--- src/hw/accr_defs.svh ---
// Purpose: constants for the acquisition chain control registers
// Assumes: byte offsets within the global address space
// Notes:
`ifndef ACCR_DEFS_SVH
`define ACCR_DEFS_SVH
`define ACCR_BASE_BLOCKING    16'h0E00
`define ACCR_BASE_NONBLOCKING 16'h0F00
`define ACCR_OFS_CHAIN        8'h5C
`define ACCR_OFS_SHORT        8'h5E
`define ACCR_OFS_RATE         8'h60
`define ACCR_MASK_SHIFT       8
`define ACCR_CHAIN_RESET      8'hE1
`define ACCR_SHORT_BIT        7
`define ACCR_RATE_RESET       3'h4
`define ACCR_FIRST_STAGE      11'h008
`endif

--- src/hw/accr_pkg.sv ---
// Purpose: types for the acquisition chain control registers
// Assumes: nothing
// Notes: ratio type covers up to 1024
package accr_pkg;
    typedef logic [10:0] accr_ratio_t;
    typedef logic [2:0]  accr_rate_t;
endpackage

--- src/hw/accr_regs.sv ---
// Purpose: control registers of the acquisition chain, masked except the rate register
// Assumes: single-cycle synchronous bus, 16-bit data, byte address
// Notes: read data is registered one cycle after the request
`timescale 1ns/1ps
`default_nettype none
`include "accr_defs.svh"
module accr_regs
    import accr_pkg::*;
(
    input  wire logic        clock,
    input  wire logic        arst_n,
    input  wire logic        bus_sel,
    input  wire logic        bus_write,
    input  wire logic [15:0] bus_addr,
    input  wire logic [15:0] bus_wdata,
    output logic      [15:0] bus_rdata,
    output logic             bus_hit,
    output logic             temp_comp_enable,
    output logic             volt_comp_enable,
    output logic             curr_comp_enable,
    output logic             lowpass_enable,
    output logic             ext_temp_chopper_enable,
    output logic             int_temp_chopper_enable,
    output logic             volt_chopper_enable,
    output logic             auto_gain_enable,
    output logic             input_short_enable,
    output logic       [2:0] rate_code,
    output logic      [10:0] decim_ratio,
    output logic      [10:0] second_stage_ratio
);
    function automatic accr_ratio_t ratio_of(input accr_rate_t c);
        unique case (c)
            3'h1:    ratio_of = 11'h040;
            3'h2:    ratio_of = 11'h080;
            3'h3:    ratio_of = 11'h100;
            3'h5:    ratio_of = 11'h400;
            default: ratio_of = 11'h200;
        endcase
    endfunction

    logic [7:0]  chain_q;
    logic [7:0]  chain_d;
    logic        short_q;
    logic        short_d;
    accr_rate_t  rate_q;
    accr_rate_t  rate_d;
    logic [15:0] rdata_q;
    logic [15:0] rdata_d;

    // either alias reaches the same registers
    wire [7:0]   base_blk = 8'(`ACCR_BASE_BLOCKING >> 8);
    wire [7:0]   base_nbl = 8'(`ACCR_BASE_NONBLOCKING >> 8);
    wire         in_blk  = bus_addr[15:8] == base_blk;
    wire         in_nbl  = bus_addr[15:8] == base_nbl;
    wire         in_win  = bus_sel && (in_blk || in_nbl);
    wire [7:0]   ofs     = bus_addr[7:0];
    wire         hit_ch  = in_win && ofs == `ACCR_OFS_CHAIN;
    wire         hit_sh  = in_win && ofs == `ACCR_OFS_SHORT;
    wire         hit_rt  = in_win && ofs == `ACCR_OFS_RATE;
    wire [7:0]   wmask   = bus_wdata[15:`ACCR_MASK_SHIFT];
    wire         wr_ch   = bus_write && hit_ch;
    wire         wr_sh   = bus_write && hit_sh;
    wire         wr_rt   = bus_write && hit_rt;

    // byte writes are not supported, so the mask byte is always present
    assign chain_d = wr_ch ? ((chain_q & ~wmask) | (bus_wdata[7:0] & wmask))
                           : chain_q;
    assign short_d = (wr_sh && bus_wdata[15]) ?
                     bus_wdata[`ACCR_SHORT_BIT] : short_q;
    assign rate_d  = wr_rt ? bus_wdata[2:0] : rate_q;
    assign rdata_d = !(bus_sel && !bus_write) ? 16'h0000 :
                     hit_ch ? {8'h00, chain_q} :
                     hit_sh ? {8'h00, short_q, 7'h00} :
                     hit_rt ? {13'h0000, rate_q} : 16'h0000;

    always_ff @(posedge clock or negedge arst_n) begin
        if (!arst_n) begin
            chain_q <= `ACCR_CHAIN_RESET;
            short_q <= 1'b0;
            rate_q  <= `ACCR_RATE_RESET;
            rdata_q <= 16'h0000;
        end else begin
            chain_q <= chain_d;
            short_q <= short_d;
            rate_q  <= rate_d;
            rdata_q <= rdata_d;
        end
    end

    assign bus_rdata               = rdata_q;
    assign bus_hit                 = hit_ch || hit_sh || hit_rt;
    assign temp_comp_enable        = chain_q[7];
    assign volt_comp_enable        = chain_q[6];
    assign curr_comp_enable        = chain_q[5];
    assign lowpass_enable          = chain_q[4];
    assign ext_temp_chopper_enable = chain_q[3];
    assign int_temp_chopper_enable = chain_q[2];
    assign volt_chopper_enable     = chain_q[1];
    assign auto_gain_enable        = chain_q[0];
    assign input_short_enable      = short_q;
    assign rate_code               = rate_q;
    assign decim_ratio             = ratio_of(rate_q);
    // second stage carries the ratio above the fixed first stage
    assign second_stage_ratio      = ratio_of(rate_q) >> 3;
endmodule // accr_regs
`default_nettype wire

--- config.mk ---
export PLATFORM = sky130hd
export DESIGN_NAME = accr_regs
export DESIGN_NICKNAME = d
export VERILOG_FILES = /design/src/hw/accr_pkg.sv /design/src/hw/accr_regs.sv
export VERILOG_INCLUDE_DIRS = /design/src /design/src/hw
export SDC_FILE = /design/constraint.sdc
export NUM_CORES = 1
export LEC_CHECK = 0
export BUFFER_PORTS_ARGS = -buffer_cell sky130_fd_sc_hd__buf_2
export CAP_MARGIN = 20
export CORE_MARGIN = 3
export CORE_UTILIZATION = 35
export CTS_CLUSTER_DIAMETER = 100
export DETAILED_ROUTE_END_ITERATION = 10
export GPL_TIMING_DRIVEN = 0
export PLACE_DENSITY = 0.76
export SYNTH_ARGS = -nofsm -noshare
export SYNTH_HDL_FRONTEND = slang
export SYNTH_SLANG_ARGS = --single-unit
export TNS_END_PERCENT = 10
--- constraint.sdc ---
create_clock -name clock -period 1.98 [get_ports clock]
set_input_delay 0.198 -clock clock [delete_from_list [all_inputs] [get_ports clock]]
set_output_delay 0.198 -clock clock [all_outputs]
set_load 0.02 [all_outputs]
### Word level (Yosys, flattened, before mapping)

Index checks and enable logic that the tools add are counted.

| operators by class | value |
|---|---|
| bitwise operators | 4 |
| equal/unequal tests | 9 |
| reduce and logical (&&, ||, !) cells | 13 |
| multiplexer cells | 5 |

Operators by type and width:

| operator | number |
|---|---|
| case mux 11 bit (4 select lines) | 1 |
| equality test 8 x 7 -> 1 bit (second input constant) | 3 |
| 2-to-1 mux 8 bit | 3 |
| AND 8 bit | 2 |
| equality test 8 x 4 -> 1 bit (second input constant) | 2 |
| logical AND 1 bit | 9 |
| NOT 8 bit | 1 |
| OR 8 bit | 1 |
| equality test 3 x 2 -> 1 bit (second input constant) | 2 |
| equality test 3 x 1 -> 1 bit (second input constant) | 1 |
| equality test 3 bit (second input constant) | 1 |
| logical OR 1 bit | 3 |
| 2-to-1 mux 3 bit | 1 |
| logical NOT 1 bit | 1 |

| storage, ports and cells | value |
|---|---|
| logic and storage cells | 35 |
| bits of input ports | 36 |
| flip-flop bits (word level) | 20 |
| output and inout bits | 51 |

### Depth between registers and ports, before layout

| depth | value |
|---|---|
| depth after elaboration | 8 |
| mapped depth | 5 |
| gate-level depth less buffers | 4 |

### Least setup slack after synthesis

No wires, ideal clock.

| timing | value |
|---|---|
| path type | input port to flip-flop |
| start | in bus_addr[12] |
| end | reg short_q, in the netlist input_short_enable |
| slack | 0.094 ns |
| arrival time | 1.761 ns |
| library setup time | 0.125 ns |
| required time | 1.855 ns |
| buffers on the path | 0 |
| stages | 4 |
| cells stage by stage | or4b_4 > or4_4 > nor2_1 > mux2_2 |

| on the way | value |
|---|---|
| cells in the longest elaborated chain, start to end | 6 |
| elaborated cells on any way between the ends | 7 |
| those cells by class | 2 x eq/ne; 5 x reduce/logical |

RTL lines:

| what | line | source |
|---|---|---|
| from (decl) | accr_regs.sv:14 | `input wire logic [15:0] bus_addr,` |
| equality test 8 x 4 -> 1 bit (on tied branches) | accr_regs.sv:53, accr_regs.sv:54 |  |
| logical OR 1 bit * | accr_regs.sv:55 | `wire in_win = bus_sel && (in_blk \|\| in_nbl);` |
| logical AND 1 bit * | accr_regs.sv:55 |  |
| logical AND 1 bit (no line) * | -- |  |
| logical AND 1 bit * | accr_regs.sv:62 | `wire wr_sh = bus_write && hit_sh;` |
| logical AND 1 bit * | accr_regs.sv:68 | `assign short_d = (wr_sh && bus_wdata[15]) ?` |
| to (signal assigned) | accr_regs.sv:84 | `short_q <= short_d;` |
| to (decl) | accr_regs.sv:43 | `logic short_q;` |

Every way passes the cells marked *; elsewhere a longest branch is shown, timed or not.
A chain may end at the register's enable or synchronous reset.

### Worst setup path after layout

| timing | value |
|---|---|
| start | in bus_addr[12] |
| end | out bus_hit |

| on the way | value |
|---|---|
| cells in the longest elaborated chain, start to end | 6 |
| elaborated cells on any way between the ends | 9 |
| those cells by class | 2 x eq/ne; 7 x reduce/logical |

RTL lines:

| what | line | source |
|---|---|---|
| equality test 8 x 4 -> 1 bit (on tied branches) | accr_regs.sv:53, accr_regs.sv:54 |  |
| logical OR 1 bit * | accr_regs.sv:55 |  |
| logical AND 1 bit * | accr_regs.sv:55 |  |
| logical AND 1 bit (no line) | -- |  |
| logical OR 1 bit | accr_regs.sv:91 | `assign bus_hit = hit_ch \|\| hit_sh \|\| hit_rt;` |
| logical OR 1 bit * | accr_regs.sv:91 |  |
| to (decl) | accr_regs.sv:17 | `output logic bus_hit,` |

Marks and branches as above.

==> impl_results.md <==
- Outcome: finished, final reports clean
- Detail-routed via count per cell: 4.26
- Largest delay share family, worst path: simple AND/OR/NAND/NOR gates
- Synth unique cells: 28
- Most area-consuming cells after synthesis: dfrtp_1 (31%), buf_4 (15%), dfstp_2 (11%), mux2_2 (6.5%), mux2_4 (6.2%)
- Synth Register Bits: 20
- Placed Instances: 232
- Die Y: between 60 and 70 um
- Hold_sp: bus_wdata[6]
- Detailed router's first-iteration violation count: 51
- Hold Slack: around 0.14 ns
- Total clock buffers created by CTS: 3
- Starting Density: 38.4%
- Clock latency on the worst-skew pair: 0.29 ns
- Number of global-route vias before repair: 936
- Crit path required time: 1.78 ns
- Final Hold Fails: 0
- TritonCTS clock tree: done
- Non-Filler Instances: 240
- CORE AREA: 3180 um2
- Worst R2R Setup Slack: 1.11 ns
- Crit. End Element: primary output
- RR Endpoint: bus_rdata[7]$_DFF_PN0_
- Most common cell in the netlist: buf_4
- # setup viols final: 0
- Final Max Slew Viols: 0
- Worst Path Class, Setup: input pin to primary output
- EDFF count, synth: 0
- Routed WL: roughly 2.6 mm
- Worst path cell trace: buf_2 -> or4b_4 -> or4_4 -> nand2_1 -> buf_2
- Global-route wire length before repair: about 4 mm
- Reg-to-reg critical path startpoint: input_short_enable$_DFFE_PN0P_
- Cell taking the most area after synthesis: dfrtp_1
- Post-DRT Antenna Nets: 0
- Register area share after synthesis: approximately 42%
- F_max: between 500 and 600 MHz
- Routability cong.: 0.758
- # clock sinks: 20
- Port-buffer cells: 65
- Root Buffer: clkbuf_4
- Worst-path fanout max: 3
- Worst EP arrival: 1.66 ns
- Total vias in the final route: 1023
- Area Overhead vs Synth: 41.8%
- Hold Crit Class: input pin to flip-flop
- Number of remaining DRC errors: 0
- CTS resizes: 0
- Leakage power: 0.000995 uW
- R2R cell count: 3
- # fillers: slightly below 300
- IO Pins: 87
- Synth Area per Inst: 11.7 um2
- Synth warn: 0
- Drt wl/cell: 10.7 um
- H-tree Lvls: 1
- Antenna cell count: 0
- Period utilisation layout: 94.1%
- Top FF cell, synth: dfrtp_1
- Largest net degree at the start of global routing: 21
- RSZ-0062 raised after global routing: false
- Share of layout cells above drive strength 1: about two thirds
- TNS Setup: 0 ns
- Cells after Synth: 104
- Max incr delay on CP: 0.58 ns
- Synth Cell Area: 1220 um2
- DRT Pass-1 Iters: 4
- Slowest-stage cell, CP: or4b_4
- Type of origin of the critical path: input pin
- Post-DP HPWL: 2.17 mm
- Min cycle time layout: 1.86 ns
- Nets: about 230
- Initial antenna violation count: 0
- Top post-synthesis cells by count: buf_4 (25), dfrtp_1 (15), mux2_2 (7)
- Met3 routed WL: 398 um
- Die Wd: about 65 um
- DIE AREA: about 4200 um2
- CP bufs+invs: 2
- GRT Total Usage: a little under an eighth
- Worst Skew: 0.00978 ns
- Max Used Layer: met4
- Total power: approximately 730 uW
- CTS Buffer Depth: 2
- Max-cap violations: 0
- VDD IR-drop max: 0.242 mV
- M1 WL: 999 um
- Cell mode on critical path: buf_2
- Num rows: 20
- Clock transition at path regs: around 0.1 ns
- Grt ovf: 0
- PD cells: between 400 and 500 nW/um2
- WHS Path Cells: 2
- Post-synth top area share: 30.8%
- Met2 routed WL: 1.16 mm
- Synth async-reset ratio: 100%
[report_power, final]
group	internal, uW	switching (uW)	total, uW
sequential	409	0.0639	409
combinational	59.5	69.1	129
clock	78.1	113	191
[cells by family after synthesis]
kind of cell           count (synthesis)  synth area share, %
AO/OA/AOI/OAI                          5                 2.97
buffers and inverters                 28                 17.5
flip-flops                            20                 41.5
multiplexers                          13                 13.4
other                                  1                0.307
AND/OR/NAND/NOR                       37                 24.2
[metrics by stage]
stage	util [%]	instance area (um2)	worst slack, ns
6_report	54.4	1730	0.118
4_1_cts	54.0	1720	0.0655
3_3_place_gp	52.6	1670	-0.0570
3_5_place_dp	52.6	1670	-0.0605
2_1_floorplan	-	1290	0.0943
5_1_grt	54.4	1730	0.0593
[worst register-to-register path, cell delays in order, from the launching register on]
cell and delay [ns]:
dfrtp_1 0.39, o21ai_0 0.09, or2_1 0.22, a21oi_2 0.12
[cells in the final DEF (no fill, tap or decap), types with 2 or more instances in the layout]
| cell type | netlist | layout |
|---|---|---|
| buf_2 | 0 | 65 |
| buf_4 | 25 | 28 |
| conb_1 | 1 | 20 |
| dfrtp_1 | 15 | 15 |
| mux2_2 | 7 | 7 |
| nor2_1 | 5 | 5 |
| nand3_2 | 5 | 5 |
| mux2_4 | 5 | 5 |
| dfstp_2 | 5 | 5 |
| and2_1 | 4 | 4 |
| nand2_1 | 4 | 4 |
| nor3b_1 | 3 | 3 |
| a22oi_1 | 3 | 3 |
| nand3_1 | 3 | 3 |
| clkbuf_4 | 0 | 3 |
| or4b_4 | 2 | 2 |
| nand4b_1 | 2 | 2 |
| nor4_4 | 2 | 2 |
| buf_6 | 2 | 2 |
[layer usage]
layer,up-vias,GRT usage (%)
met5,-,0
met4,0,2.33
met3,2,4.16
met2,71,20.4
met1,449,14.5
li1,501,-
[how the worst max path moves through the flow]
stage / from / endpoint / slack, ns / cells after the start
floorplan: bus_addr[12] / input_short_enable$_DFFE_PN0P_ / 0.09 / 4
global placement: bus_addr[12] / input_short_enable$_DFFE_PN0P_ / -0.06 / 5
detailed placement: bus_addr[12] / flip-flop / -0.06 / 6
CTS: bus_addr[1] / bus_hit / 0.07 / 7
global route: bus_addr[12] / bus_hit / 0.06 / 7
finish: bus_addr[12] / bus_hit / 0.12 / 5
[area by class of cell]
cell class	instances	area (um2)	area share, %
multi-input combinational	75	571	33.0
clock buffer	4	26.3	1.52
buffer	27	210	12.1
timing repair buffer	69	358	20.7
tap	44	55.1	3.18
sequential	20	507	29.3
inverter	1	3.75	0.217
[repair_timing]
action                                 CTS  global route
setup endpoints to repair                1             1
hold buffers                             1             0
pin swaps                                1             1
endpoints found under the hold margin   15             0
setup buffers                            1             2
No activity file was read; power rests on OpenSTA's default activity.
